### config.mk
export PLATFORM = sky130hd
export DESIGN_NAME = conv_sequencer
export DESIGN_NICKNAME = d
export VERILOG_FILES = /design/src/verilog/conv_ctrl_pkg.sv /design/src/verilog/conv_tick_if.sv /design/src/verilog/conv_sequencer.sv /design/src/verilog/conv_prescaler.sv
export VERILOG_INCLUDE_DIRS = /design/src /design/src/verilog
export SDC_FILE = /design/constraint.sdc
export NUM_CORES = 1
export LEC_CHECK = 0
export BUFFER_PORTS_ARGS = -buffer_cell sky130_fd_sc_hd__buf_2
export CAP_MARGIN = 0
export CORE_MARGIN = 4
export CORE_UTILIZATION = 45
export DETAILED_ROUTE_END_ITERATION = 10
export MAX_ROUTING_LAYER = met4
export PLACE_DENSITY = 0.68
export SYNTH_ARGS = -nofsm -noshare
export SYNTH_HDL_FRONTEND = slang
export SYNTH_SLANG_ARGS = --single-unit
### constraint.sdc
create_clock -name ref_clk -period 2.8 [get_ports ref_clk]
set_input_delay 0 -clock ref_clk [delete_from_list [all_inputs] [get_ports ref_clk]]
set_output_delay 0 -clock ref_clk [all_outputs]
set_load 0.02 [all_outputs]
### src/verilog/conv_ctrl_regs.svh
// conv_ctrl_regs.svh: offsets, field positions and timing counts
// assumes: included by bare name from the sequencer module only
`ifndef CONV_CTRL_REGS_SVH
`define CONV_CTRL_REGS_SVH

// ****************************************************************
// register offsets (index, byte address is four times it)
// ****************************************************************
`define REG_IDX_RESULT_LOW 8'h04
`define REG_IDX_RESULT_HIGH 8'h05
`define REG_IDX_CONTROL 8'h06
`define REG_IDX_INPUT_SELECT 8'h07

// ****************************************************************
// control register fields
// ****************************************************************
`define CTL_ON_BIT 7
`define CTL_GO_BIT 6
`define CTL_CONT_BIT 5
`define CTL_DONE_BIT 4
`define CTL_IRQEN_BIT 3
`define CTL_RESET_VAL 8'h00

// ****************************************************************
// input select register fields
// ****************************************************************
`define SEL_LEFT_BIT 5
`define SEL_DIFF_BIT 2
`define SEL_WMASK 8'hE7

// ****************************************************************
// conversion lengths in converter clocks
// ****************************************************************
`define CONV_NORMAL_CLKS 5'h0D
`define CONV_EXTENDED_CLKS 5'h19

`endif

### src/verilog/conv_ctrl_pkg.sv
// conv_ctrl_pkg: types shared by the converter control modules
// assumes: nothing beyond the constants header
package conv_ctrl_pkg;
   typedef enum logic [1:0] {ST_OFF, ST_IDLE, ST_CONV} conv_state_t;
endpackage

### src/verilog/conv_tick_if.sv
// conv_tick_if: prescaler tick carried to the sequencer
// assumes: one clock shared by both ends
`timescale 1ns/100ps
interface conv_tick_if;
   logic run;
   logic [2:0] div_sel;
   logic tick;
   modport src (input run, input div_sel, output tick);
   modport dst (output run, output div_sel, input tick);
endinterface

### src/verilog/conv_sequencer.sv
// conv_sequencer: converter control and result registers on Wishbone
// assumes: classic Wishbone master, analog core answers on core_result
// assumes: core_result holds still from core_sample to completion
`timescale 1ns/100ps
`include "conv_ctrl_regs.svh"

// ****************************************************************
// converter control, result pair and conversion timing
// ****************************************************************

module conv_sequencer
   import conv_ctrl_pkg::*;
(
   input wire logic ref_clk,
   input wire logic rst,
   input wire logic wb_cyc_i,
   input wire logic wb_stb_i,
   input wire logic wb_we_i,
   input wire logic [9:0] wb_adr_i,
   input wire logic [3:0] wb_sel_i,
   input wire logic [31:0] wb_dat_i,
   output logic [31:0] wb_dat_o,
   output logic wb_ack_o,
   input wire logic global_irq_enable,
   input wire logic irq_vector_taken,
   input wire logic [9:0] core_result,
   output logic core_power,
   output logic core_sample,
   output logic [2:0] core_channel,
   output logic [1:0] core_reference,
   output logic conv_busy,
   output logic done_irq
);
   // ****************************************************************
   // state
   // ****************************************************************
   typedef struct packed {
      conv_state_t st;
      logic on;
      logic go;
      logic cont;
      logic done;
      logic irqen;
      logic [2:0] div_sel;
      logic [1:0] refsel;
      logic left;
      logic [2:0] mux;
      logic [1:0] act_ref;
      logic [2:0] act_mux;
      logic need_ext;
      logic odd_edge;
      logic [4:0] cnt;
      logic [9:0] result;
      logic locked;
      logic [9:0] pend;
      logic pend_v;
      logic ack;
      logic [31:0] rdat;
      logic sample;
      logic busy;
      logic irq;
   } seq_state_t;

   seq_state_t s_q;
   seq_state_t s_d;
   conv_tick_if tk ();
   logic [7:0] wbyte;
   logic [7:0] ridx;
   logic wr_ctl;
   logic wr_sel;
   logic req;
   logic rd_req;
   logic start_ok;
   logic finish;

   // ****************************************************************
   // helpers
   // ****************************************************************
   function automatic logic [15:0] align(input logic [9:0] r,
                                         input logic l);
      align = l ? {r, 6'h00} : {6'h00, r};
   endfunction

   // ****************************************************************
   // converter clock
   // ****************************************************************
   conv_prescaler u_pre (
      .ref_clk(ref_clk),
      .rst(rst),
      .tk(tk)
   );

   // ****************************************************************
   // bus decode
   // ****************************************************************
   assign tk.run = s_q.on;
   assign tk.div_sel = s_q.div_sel;
   // ack low gate keeps a held request from being taken twice
   assign req = wb_cyc_i && wb_stb_i && !s_q.ack;
   assign rd_req = req && !wb_we_i;
   assign ridx = wb_adr_i[9:2];
   assign wbyte = wb_dat_i[7:0];
   assign wr_ctl = req && wb_we_i && wb_sel_i[0]
                   && ridx == `REG_IDX_CONTROL;
   assign wr_sel = req && wb_we_i && wb_sel_i[0]
                   && ridx == `REG_IDX_INPUT_SELECT;
   assign finish = s_q.st == ST_CONV && tk.tick && s_q.cnt == 5'h01;
   // differential starts from idle only on every other converter edge
   assign start_ok = s_q.go && tk.tick
                     && (!s_q.mux[`SEL_DIFF_BIT] || s_q.odd_edge);

   // ****************************************************************
   // sequencing and registers
   // ****************************************************************
   always_comb begin
      logic [15:0] al;
      al = align(s_q.result, s_q.left);
      s_d = s_q;
      s_d.ack = req;
      s_d.sample = 1'b0;
      if (tk.tick) begin
         s_d.odd_edge = !s_q.odd_edge;
      end

      // ************************************************************
      // register reads
      // ************************************************************
      s_d.rdat = 32'h0000_0000;
      if (rd_req) begin
         unique case (ridx)
            `REG_IDX_RESULT_LOW: begin
               s_d.rdat = {24'h00_0000, al[7:0]};
               s_d.locked = 1'b1;
            end
            `REG_IDX_RESULT_HIGH: begin
               s_d.rdat = {24'h00_0000, al[15:8]};
               s_d.locked = 1'b0;
               if (s_q.pend_v) begin
                  s_d.result = s_q.pend;
                  s_d.pend_v = 1'b0;
               end
            end
            `REG_IDX_CONTROL: begin
               s_d.rdat = {24'h00_0000, s_q.on, s_q.go, s_q.cont,
                           s_q.done, s_q.irqen, s_q.div_sel};
            end
            `REG_IDX_INPUT_SELECT: begin
               s_d.rdat = {24'h00_0000, s_q.refsel, s_q.left,
                           2'h0, s_q.mux};
            end
            default: begin
               s_d.rdat = 32'h0000_0000;
            end
         endcase
      end

      // ************************************************************
      // register writes
      // ************************************************************
      if (wr_ctl) begin
         s_d.on = wbyte[`CTL_ON_BIT];
         s_d.cont = wbyte[`CTL_CONT_BIT];
         s_d.irqen = wbyte[`CTL_IRQEN_BIT];
         s_d.div_sel = wbyte[2:0];
         if (wbyte[`CTL_GO_BIT]) begin
            s_d.go = 1'b1;
         end
         if (wbyte[`CTL_DONE_BIT]) begin
            s_d.done = 1'b0;
         end
         // enable edge restarts the extended count and edge parity
         if (wbyte[`CTL_ON_BIT] && !s_q.on) begin
            s_d.need_ext = 1'b1;
            s_d.odd_edge = 1'b0;
         end
      end
      if (wr_sel) begin
         s_d.refsel = wbyte[7:6];
         s_d.left = wbyte[`SEL_LEFT_BIT];
         s_d.mux = wbyte[2:0];
      end
      if (irq_vector_taken) begin
         s_d.done = 1'b0;
      end

      // ************************************************************
      // conversion engine
      // ************************************************************
      unique case (s_q.st)
         ST_OFF: begin
            if (s_q.on) begin
               s_d.st = ST_IDLE;
            end
         end
         ST_IDLE: begin
            if (start_ok) begin
               s_d.st = ST_CONV;
               s_d.act_mux = s_q.mux;
               s_d.act_ref = s_q.refsel;
               s_d.sample = 1'b1;
               if (s_q.need_ext || s_q.refsel != s_q.act_ref
                   || (s_q.mux[`SEL_DIFF_BIT]
                       && s_q.mux != s_q.act_mux)) begin
                  s_d.cnt = `CONV_EXTENDED_CLKS;
               end else begin
                  s_d.cnt = `CONV_NORMAL_CLKS;
               end
               s_d.need_ext = 1'b0;
            end
         end
         ST_CONV: begin
            if (tk.tick) begin
               s_d.cnt = s_q.cnt - 5'h01;
            end
            if (finish) begin
               // result comes after the gain stage of the core
               // read decode above is already folded into s_d.locked
               if (s_d.locked) begin
                  s_d.pend = core_result;
                  s_d.pend_v = 1'b1;
               end else begin
                  s_d.result = core_result;
               end
               s_d.done = 1'b1;
               // next start coincides with the completion
               if (s_q.cont) begin
                  s_d.act_mux = s_q.mux;
                  s_d.act_ref = s_q.refsel;
                  s_d.sample = 1'b1;
                  s_d.cnt = (s_q.refsel != s_q.act_ref)
                            ? `CONV_EXTENDED_CLKS
                            : `CONV_NORMAL_CLKS;
               end else begin
                  s_d.go = 1'b0;
                  s_d.st = ST_IDLE;
               end
            end
         end
      endcase

      // ************************************************************
      // power down, busy and interrupt
      // ************************************************************
      // new enable value, so one write may enable and start together
      if (!s_d.on) begin
         s_d.st = ST_OFF;
         s_d.go = 1'b0;
         s_d.sample = 1'b0;
      end
      s_d.busy = s_d.st == ST_CONV;
      // flag set above wins over a clear in the same cycle
      s_d.irq = s_d.done && s_d.irqen && global_irq_enable;
   end

   // ****************************************************************
   // register update
   // ****************************************************************
   always_ff @(posedge ref_clk) begin
      if (rst) begin
         s_q <= '0;
         s_q.st <= ST_OFF;
      end else begin
         s_q <= s_d;
      end
   end

   // ****************************************************************
   // outputs
   // ****************************************************************
   assign wb_dat_o = s_q.rdat;
   assign wb_ack_o = s_q.ack;
   assign core_power = s_q.on;
   assign core_sample = s_q.sample;
   assign core_channel = s_q.act_mux;
   assign core_reference = s_q.act_ref;
   assign conv_busy = s_q.busy;
   assign done_irq = s_q.irq;
endmodule // conv_sequencer

### src/verilog/conv_prescaler.sv
// conv_prescaler: converter clock divider, one tick per rising edge
// assumes: run low holds the counter in reset
`timescale 1ns/100ps
module conv_prescaler
   import conv_ctrl_pkg::*;
(
   input wire logic ref_clk,
   input wire logic rst,
   conv_tick_if.src tk
);
   typedef struct packed {
      logic [6:0] cnt;
      logic tick;
   } pre_state_t;

   pre_state_t s_q;
   pre_state_t s_d;

   function automatic logic [6:0] div_last(input logic [2:0] sel);
      div_last = (sel < 3'h2) ? 7'h01 : 7'((8'h01 << sel) - 8'h01);
   endfunction

   always_comb begin
      s_d = s_q;
      s_d.tick = 1'b0;
      if (!tk.run) begin
         s_d.cnt = 7'h00;
      end else if (s_q.cnt >= div_last(tk.div_sel)) begin
         s_d.cnt = 7'h00;
         s_d.tick = 1'b1;
      end else begin
         s_d.cnt = s_q.cnt + 7'h01;
      end
   end

   always_ff @(posedge ref_clk) begin
      if (rst) begin
         s_q <= '0;
      end else begin
         s_q <= s_d;
      end
   end

   assign tk.tick = s_q.tick;
endmodule // conv_prescaler

==> results of run 1 <==
sequential cells by signal, indices dropped and copies added, names as in the netlist, 2 cells and up:
name	cells
core_channel	3
s_q	41
wb_dat_o	8
u_pre.s_q	7
tk.div_sel	3
core_reference	2
per-stage QoR:
step | total power, mW | utilization (%) | area (µm²)
global placement | 1.13 | 48.3 | 3970
finish | 2.04 | 53.4 | 4390
CTS | 2.05 | 53.4 | 4390
global route | 2.11 | 53.4 | 4390
floorplan | 1.11 | - | 3900
detailed placement | 1.13 | 48.3 | 3970
kinds of logic after synthesis:
| logic type | Yosys count | share of synthesized area, % |
|---|---|---|
| simple gates | 156 | 20.5 |
| buf+inv | 73 | 11.3 |
| flops | 70 | 36.8 |
| compound gates | 66 | 12.1 |
| mux | 43 | 11.6 |
| xor+xnor | 14 | 3.22 |
| fa+ha+maj | 13 | 4.27 |
| other cells | 2 | 0.197 |
report_power, final:
group	internal, mW	total (mW)	switching (mW)
registers	0.995	0.996	0.000389
logic	0.0477	0.132	0.0845
clock network	0.522	0.910	0.388
total	1.57	2.04	0.473
metal layers:
metal / part of all wire (%) / routed length, µm
met4: 1.9 / 159
met1: 45 / 3790
met2: 47 / 3990
met5: 0 / 0
met3: 5.6 / 473
synthesized netlist by cell type (3+ instances only):
master / number / area (µm²)
xor2_1: 5 / 43.8
or3b_2: 3 / 26.3
nor4_1: 3 / 18.8
nor3_1: 8 / 40.0
mux2_2: 10 / 113
dfxtp_1: 70 / 1400
buf_4: 40 / 300
o21ai_0: 7 / 35.0
clkbuf_1: 13 / 48.8
a211oi_1: 6 / 45.0
nand2b_1: 5 / 31.3
a22oi_1: 3 / 22.5
nand3_1: 5 / 25.0
ha_1: 13 / 163
nand2_1: 47 / 176
a221oi_1: 5 / 43.8
nand4_1: 3 / 18.8
nor2b_1: 5 / 31.3
nor2_1: 56 / 210
o211ai_1: 3 / 22.5
a21o_1: 3 / 22.5
inv_1: 18 / 67.6
mux2i_1: 33 / 330
a21oi_1: 19 / 95.1
a31oi_1: 3 / 18.8
xnor2_1: 9 / 78.8
layout make-up:
type	instances	area [µm²]
sequential	70	1400
fill	760	3830
multi-input combinational	317	2070
timing repair buffer	77	500
inverter	18	67.6
tap	105	131
clock inverter	6	85.1
clock buffer	10	138
path summary, 6_finish.rpt:
path	start	endpoint	slack, ns	cells past startpoint
worst min register to register	s_q[39]$_SDFFE_PP0P_	s_q[39]$_SDFFE_PP0P_	0.46	2
worst max-delay path	tk.div_sel[2]$_SDFFE_PP0N_	u_pre.s_q[5]$_SDFF_PP0_	0.25	9
worst min-delay path	irq_vector_taken	s_q[80]$_SDFF_PP0_	0.06	5
worst max register to register	tk.div_sel[2]$_SDFFE_PP0N_	u_pre.s_q[5]$_SDFF_PP0_	0.25	9
what timing repair did:
item / 4_1_cts / 5_1_grt
hold buffers: 20 / 0
endpoints found under the setup margin: 0 / 0
hold endpoints to repair: 34 / 0
critical path, delay by kind of cell (launching register included):
family,cells,cell delay (ns)
DFF,1,0.40
and+or+nand+nor,3,0.63
xor gates and xnor gates,1,0.15
adders and majority gates,2,0.48
AOI/OAI and AO/OA,3,0.81
==> impl_metrics.py, run 1 <==
metrics = {
    "sta": {
        "rsz0062_at_grt": "false",
        "finalCriticalPeriod_ns": 2.55,
        "worst_slew_pin_slew_ns": 0.687,
        "layout_setup_ws_ns": 0.247,
        "hold_viol": 0,
        "setup_viol": 0,
        "fin_hold_ws_ns": 0.0550,
        "fin_setup_tns_ns": 0,
        "maxSlewHeadroom_pct": 53.9,
        "finalMaxSlewViolations": 0,
        "post-route-period-util_pct": 91.2,
        "final.setup_skew_ns": 0.0102,
        "fmax_mhz": 392,
    },
    "global_routing": {
        "grt.overflow.total": 0,
        "grtUsageTotal_pct": 17.5,
        "met2_usage_pct": 28.9,
        "met1_usage_pct": 21.1,
        "top_usage_layer": "met2",
        "grt_max_degree": 34,
        "grt_pass1_vias": 2983,
        "antenna_found_initial": 0,
        "grt.met3_usage_pct": 2.78,
        "grt_pass1_wl_um": 13600,
    },
    "layout": {
        "layout.cells.non_filler": 603,
        "drive_above_1_share_pct": 19.5,
        "final_cell_mix": "dfxtp_1 (70), nor2_1 (56), buf_2 (51)",
        "antenna-diode-count": 0,
        "area_growth_pct": 15.1,
        "nets": 569,
        "final_common_cell": "dfxtp_1",
    },
    "routing": {
        "viasPerCell": 5.16,
        "wl_per_cell_um": 14.0,
        "drcViolationCount": 0,
        "final_antenna_net_count": 0,
        "routed_wl_um": 8420,
        "drtPass1Iterations": 4,
        "drt_iter0_drc": 117,
        "num_vias": 3109,
    },
    "synth": {
        "ys_seq_area_share_pct": 36.8,
        "synth_edf_count": 0,
        "syn_area_per_cell_um2": 8.72,
        "async_reset_ff_share_pct": 0,
        "syn_inst": 437,
        "ys_warn_count": 0,
        "ys_ff_latch": 70,
        "synth-main-ff-cell": "dfxtp_1",
        "synth_cell_types": 58,
        "synthesis.area_um2": 3810,
    },
    "worst_hold_path": {
        "hp-class": "input port to flop",
    },
    "clock_network": {
        "cts_tree": "built",
        "clk_pin_slew_ns": 0.07,
        "cts_buffers": 9,
        "cts_setup_buffers": 0,
        "cts_root_buffer": "clkbuf_8",
        "htreeDepth": 3,
        "clock_sinks": 70,
        "clkLatencyLatePin_ns": 0.35,
        "cts_resized": 0,
        "clk_path_buf_depth": 2,
    },
    "die": {
        "fp.dieH_um": 100,
        "dieArea_um2": 10000,
        "fp.dieW_um": 100,
        "io_pins": 105,
        "coreArea_um2": 8220,
        "start_util_pct": 46.4,
        "num_rows": 33,
    },
    "power_and_ir_drop": {
        "leakagePower_nw": 1.72,
        "ir_drop_uv": 183,
        "power_density_nw_per_um2": 464,
    },
    "place": {
        "dp.cells": 567,
        "dp_hpwl_um": 6200,
        "place_ws_ns": 0.269,
        "port-buffer-count": 51,
        "gp_congestion": 0.836,
    },
    "setup_path": {
        "cp-start-kind": "flop",
        "slowest_stage": "dfxtp_1",
        "crit_top_cell": "ha_1",
        "crit_chain": "or3_1, ha_1, xnor2_1, nand3_1, ha_1, a211oi_1, o211ai_1, a21o_1, nor2_1",
        "arrival_ns": 2.83,
        "crit_type": "flop to flop",
        "cp.required_ns": 3.08,
        "critPathCaptureType": "flop",
        "crit_path_max_fanout": 9,
        "slowest_delay_ns": 0.40,
    },
    "outcome": {
        "status": "complete, no violations",
    },
    "job": {
        "maxCapViolCount": 0,
    },
}
No activity file was read; power rests on OpenSTA's default activity.
==> run 2, diff against run 1 <==
PLACE_DENSITY = 0.7   (was 0.68)
==> impl_metrics.py, run 2 (synthesis results as in run 1) <==
metrics = {
    "outcome": {
        "status": "complete, no violations",
    },
    "clock_network": {
        "cts_resized": 0,
        "clk_pin_slew_ns": 0.08,
        "cts_buffers": 9,
        "htreeDepth": 3,
        "clkLatencyLatePin_ns": 0.35,
        "clock_sinks": 70,
        "clk_path_buf_depth": 2,
        "cts_tree": "built",
        "cts_root_buffer": "clkbuf_8",
    },
    "job": {
        "maxCapViolCount": 0,
    },
    "sta": {
        "post-route-period-util_pct": 87.3,
        "rsz0062_at_grt": "false",
        "final.setup_skew_ns": 0.00742,
        "worst_slew_pin_slew_ns": 0.752,
        "finalCriticalPeriod_ns": 2.44,
        "fmax_mhz": 409,
        "layout_setup_ws_ns": 0.355,
        "maxSlewHeadroom_pct": 49.4,
        "setup_viol": 0,
        "finalMaxSlewViolations": 0,
        "hold_viol": 0,
        "fin_setup_tns_ns": 0,
    },
    "global_routing": {
        "grt_pass1_vias": 3045,
        "grtUsageTotal_pct": 18.2,
        "grt_max_degree": 34,
        "grt.overflow.total": 0,
        "antenna_found_initial": 0,
        "grt_pass1_wl_um": 14200,
    },
    "place": {
        "place_ws_ns": 0.382,
        "dp_hpwl_um": 6260,
        "gp_congestion": 0.945,
        "port-buffer-count": 51,
    },
    "power_and_ir_drop": {
        "power_mw": 1.95,
        "leakagePower_nw": 1.70,
        "intPower_mw": 1.46,
        "ir_drop_uv": 277,
        "power_density_nw_per_um2": 446,
        "sw_frac_of_total_pct": 25.1,
        "power_frac_seq_pct": 51.1,
        "p_sw_mw": 0.488,
        "clock_power_share_pct": 42.1,
        "p_comb_share_pct": 6.8,
    },
    "layout": {
        "final_common_cell": "dfxtp_1",
        "seqCellArea_um2": 1400,
        "multi_input_area_um2": 2070,
        "antenna-diode-count": 0,
        "top_register": "s_q",
        "nets": 569,
        "largest_register_ffs": 41,
        "drive_above_1_share_pct": 19.3,
        "num-fill-cells": 787,
        "area_growth_pct": 14.5,
        "final_cell_mix": "dfxtp_1 (70), nor2_1 (56), buf_2 (51)",
    },
    "routing": {
        "final_antenna_net_count": 0,
        "drcViolationCount": 0,
        "drt_iter0_drc": 135,
        "routed_wl_um": 8540,
        "num_vias": 3137,
        "wl_per_cell_um": 14.2,
        "drtPass1Iterations": 4,
        "viasPerCell": 5.20,
    },
    "die": {
        "fp.dieH_um": 100,
        "num_rows": 33,
        "io_pins": 105,
        "dieArea_um2": 10000,
        "fp.dieW_um": 100,
        "start_util_pct": 46.4,
        "coreArea_um2": 8220,
    },
    "worst_hold_path": {
        "hp-class": "input port to flop",
    },
    "setup_path": {
        "critPathCaptureType": "flop",
        "arrival_ns": 2.73,
        "cp-start-kind": "flop",
        "crit_path_max_fanout": 9,
        "crit_type": "flop to flop",
        "cp.required_ns": 3.08,
    },
}
-- run 2: cell types whose count changed in the layout (fill, tap and decap cells not counted), sizes merged --
cell    previous run  this run
bufinv             2         1
inv               18        19
-- run 2: final cells by class --
cell class                      count  share of cell area [%]
Clock buffer                       10                    2.92
Timing Repair Buffer               77                    11.5
Clock inverter                      6                    1.63
Tap cell                          105                    3.01
Sequential cell                    70                    32.1
Inverter                           18                    1.55
Multi-Input combinational cell    317                    47.3
-- run 2: per-layer routing --
metal | vias to the layer above | global-route usage, % | part of all wire [%]
li1 | 1566 | - | -
met1 | 1463 | 22.6 | 45
met2 | 87 | 29.0 | 47
met3 | 21 | 3.89 | 5.2
met4 | 0 | 7.56 | 2.2
met5 | - | - | 0
-- run 2: what timing repair did --
action	4_1_cts	5_1_grt
hold endpoints to repair	34	0
setup endpoints to repair	0	0
setup buffers	0	0
hold buffers	20	0
-- run 2: worst paths after layout --
kind / slack [ns] / from / end / cells after the start
worst min register to register: 0.46 / s_q[38]$_SDFFE_PP0P_ / s_q[38]$_SDFFE_PP0P_ / 2
worst max register to register: 0.36 / tk.div_sel[2]$_SDFFE_PP0N_ / u_pre.s_q[6]$_SDFF_PP0_ / 9
worst max-delay path: 0.36 / tk.div_sel[2]$_SDFFE_PP0N_ / u_pre.s_q[6]$_SDFF_PP0_ / 9
worst min-delay path: 0.06 / irq_vector_taken / s_q[80]$_SDFF_PP0_ / 5
-- run 2: power by group through the flow --
stage                     logic (mW)  registers, mW  clock network [mW]
after global routing           0.144          0.996               0.892
after CTS                      0.131          0.995               0.846
after global placement         0.108           1.02                   0
after floorplan               0.0937           1.02                   0
after detailed placement       0.111           1.02                   0
final                          0.132          0.995               0.821
-- run 2: per-stage QoR --
step	instance area (µm²)	hold WS [ns]	utilization, %	instances
2_1_floorplan	3900	0.135	-	460
3_3_place_gp	3970	0.254	48.3	567
3_5_place_dp	3970	0.260	48.3	567
4_1_cts	4370	0.0441	53.1	603
5_1_grt	4370	0.109	53.1	603
6_report	4370	0.0614	53.1	603
-- run 2: worst max-delay path, stage by stage (launching register included) --
cell and delay [ns]:
dfxtp_1 0.40, or3_1 0.41, ha_1 0.25, xnor2_1 0.15
nand3_1 0.11, ha_1 0.22, a211oi_1 0.29, o211ai_1 0.17
a21o_1 0.26, nor2_1 0.13
==> run 3, diff against run 2 <==
MAX_ROUTING_LAYER = default   (was met4)
==> impl_metrics.py, run 3 (synthesis results as in run 1) <==
metrics = {
    "routing": {
        "routed_wl_um": 8380,
        "drcViolationCount": 0,
        "num_vias": 3081,
        "final_antenna_net_count": 0,
        "viasPerCell": 5.11,
        "drtPass1Iterations": 4,
        "wl_per_cell_um": 13.9,
        "drt_iter0_drc": 138,
    },
    "place": {
        "place_ws_ns": 0.330,
        "gp_congestion": 0.980,
        "port-buffer-count": 51,
        "dp_hpwl_um": 6140,
    },
    "setup_path": {
        "worstRegToRegCells": 9,
        "cp-start-kind": "flop",
        "slowest_stage": "dfxtp_1",
        "arrival_ns": 2.77,
        "crit_type": "flop to flop",
        "critPathCaptureType": "flop",
        "slowest_delay_ns": 0.40,
        "crit_path_max_fanout": 9,
        "crit_top_cell": "ha_1",
        "worst-path-stages": 9,
        "cp.required_ns": 3.08,
        "path_buf_inv": 0,
        "crit_family": "compound AO/OA/AOI/OAI gates",
        "crit_chain": "or3_1, ha_1, xnor2_1, nand3_1, ha_1, a211oi_1, o211ai_1, a21o_1, nor2_1",
    },
    "sta": {
        "fmax_mhz": 401,
        "layout_setup_ws_ns": 0.306,
        "rsz0062_at_grt": "false",
        "fin_setup_tns_ns": 0,
        "fin_hold_ws_ns": 0.0542,
        "post-route-period-util_pct": 89.1,
        "hold_viol": 0,
        "finalCriticalPeriod_ns": 2.49,
        "final.setup_skew_ns": 0.0101,
        "worst_slew_pin_slew_ns": 0.697,
        "maxSlewHeadroom_pct": 53.1,
        "finalMaxSlewViolations": 0,
        "setup_viol": 0,
    },
    "die": {
        "start_util_pct": 46.4,
        "fp.dieH_um": 100,
        "io_pins": 105,
        "dieArea_um2": 10000,
        "fp.dieW_um": 100,
        "coreArea_um2": 8220,
        "num_rows": 33,
    },
    "layout": {
        "largest_register_ffs": 41,
        "seqCellArea_um2": 1400,
        "area_growth_pct": 14.3,
        "final_cell_mix": "dfxtp_1 (70), nor2_1 (56), buf_2 (51)",
        "top_register": "s_q",
        "final_common_cell": "dfxtp_1",
        "multi_input_area_um2": 2070,
        "nets": 569,
        "antenna-diode-count": 0,
        "post-route-util_pct": 53.0,
        "num-fill-cells": 761,
        "drive_above_1_share_pct": 19.1,
    },
    "global_routing": {
        "met2_usage_pct": 28.1,
        "grt.met3_usage_pct": 4.52,
        "grt_pass1_wl_um": 13700,
        "grt_pass1_vias": 2947,
        "grtUsageTotal_pct": 17.1,
        "antenna_found_initial": 0,
        "met1_usage_pct": 21.7,
        "grt_max_degree": 34,
        "top_usage_layer": "met2",
        "grt.overflow.total": 0,
    },
    "power_and_ir_drop": {
        "power_density_nw_per_um2": 443,
        "leakagePower_nw": 1.70,
        "ir_drop_uv": 298,
    },
    "clock_network": {
        "clk_pin_slew_ns": 0.08,
        "cts_setup_buffers": 0,
        "htreeDepth": 3,
        "cts_tree": "built",
        "cts_root_buffer": "clkbuf_8",
        "hold_buffers": 20,
        "cts_resized": 0,
        "cts_buffers": 9,
        "clkLatencyLatePin_ns": 0.34,
        "clock_sinks": 70,
        "clk_path_buf_depth": 2,
    },
    "worst_hold_path": {
        "hp-class": "input port to flop",
        "hold_depth": 5,
    },
    "job": {
        "maxCapViolCount": 0,
    },
    "outcome": {
        "status": "complete, no violations",
    },
}
[run 3: cell count changes in the layout (fill, tap and decap cells not counted)]
cell / previous run / this run
clkinvlp_4: 2 / 1
clkinv_2: 0 / 1
clkbuf_1: 1 / 2
inv_6: 1 / 0
[run 3: cell type report]
type	instances	area share, %
Timing Repair Buffer	77	11.5
Multi-Input combinational cell	317	47.4
Sequential cell	70	32.2
Clock inverter	5	1.38
Clock buffer	11	3.01
Inverter	18	1.55
Tap cell	105	3.01
[run 3: path summary, 6_finish.rpt]
| path | start | endpoint | slack (ns) |
|---|---|---|---|
| worst min register to register | s_q[38]$_SDFFE_PP0P_ | s_q[38]$_SDFFE_PP0P_ | 0.46 |
| worst max register to register | tk.div_sel[2]$_SDFFE_PP0N_ | u_pre.s_q[5]$_SDFF_PP0_ | 0.31 |
| worst max-delay path | tk.div_sel[2]$_SDFFE_PP0N_ | u_pre.s_q[5]$_SDFF_PP0_ | 0.31 |
| worst min-delay path | irq_vector_taken | s_q[80]$_SDFF_PP0_ | 0.05 |
[run 3: tightest hold or removal path: stages]
cell and delay, ns:
buf_2 0.07, nand2b_1 0.11, a21oi_1 0.05, nor2_1 0.08, nor2_1 0.04
[run 3: power breakdown]
group          switching [mW]  internal (mW)
sequential           0.000426          0.995
clock                   0.389          0.414
combinational          0.0844         0.0477
total                   0.474           1.46
[run 3: layer usage]
layer	vias up	share of wire (%)	wire (µm)
li1	1567	-	-
met1	1424	46	3850
met2	84	47	3950
met3	6	5.9	494
met4	0	1.1	89
met5	-	0	0
[run 3: stage by stage]
stage / cells / total power, mW / instance area [µm²]
floorplan: 460 / 1.11 / 3900
global placement: 567 / 1.13 / 3970
detailed placement: 567 / 1.13 / 3970
CTS: 603 / 1.95 / 4360
global route: 603 / 2.00 / 4360
finish: 603 / 1.93 / 4360
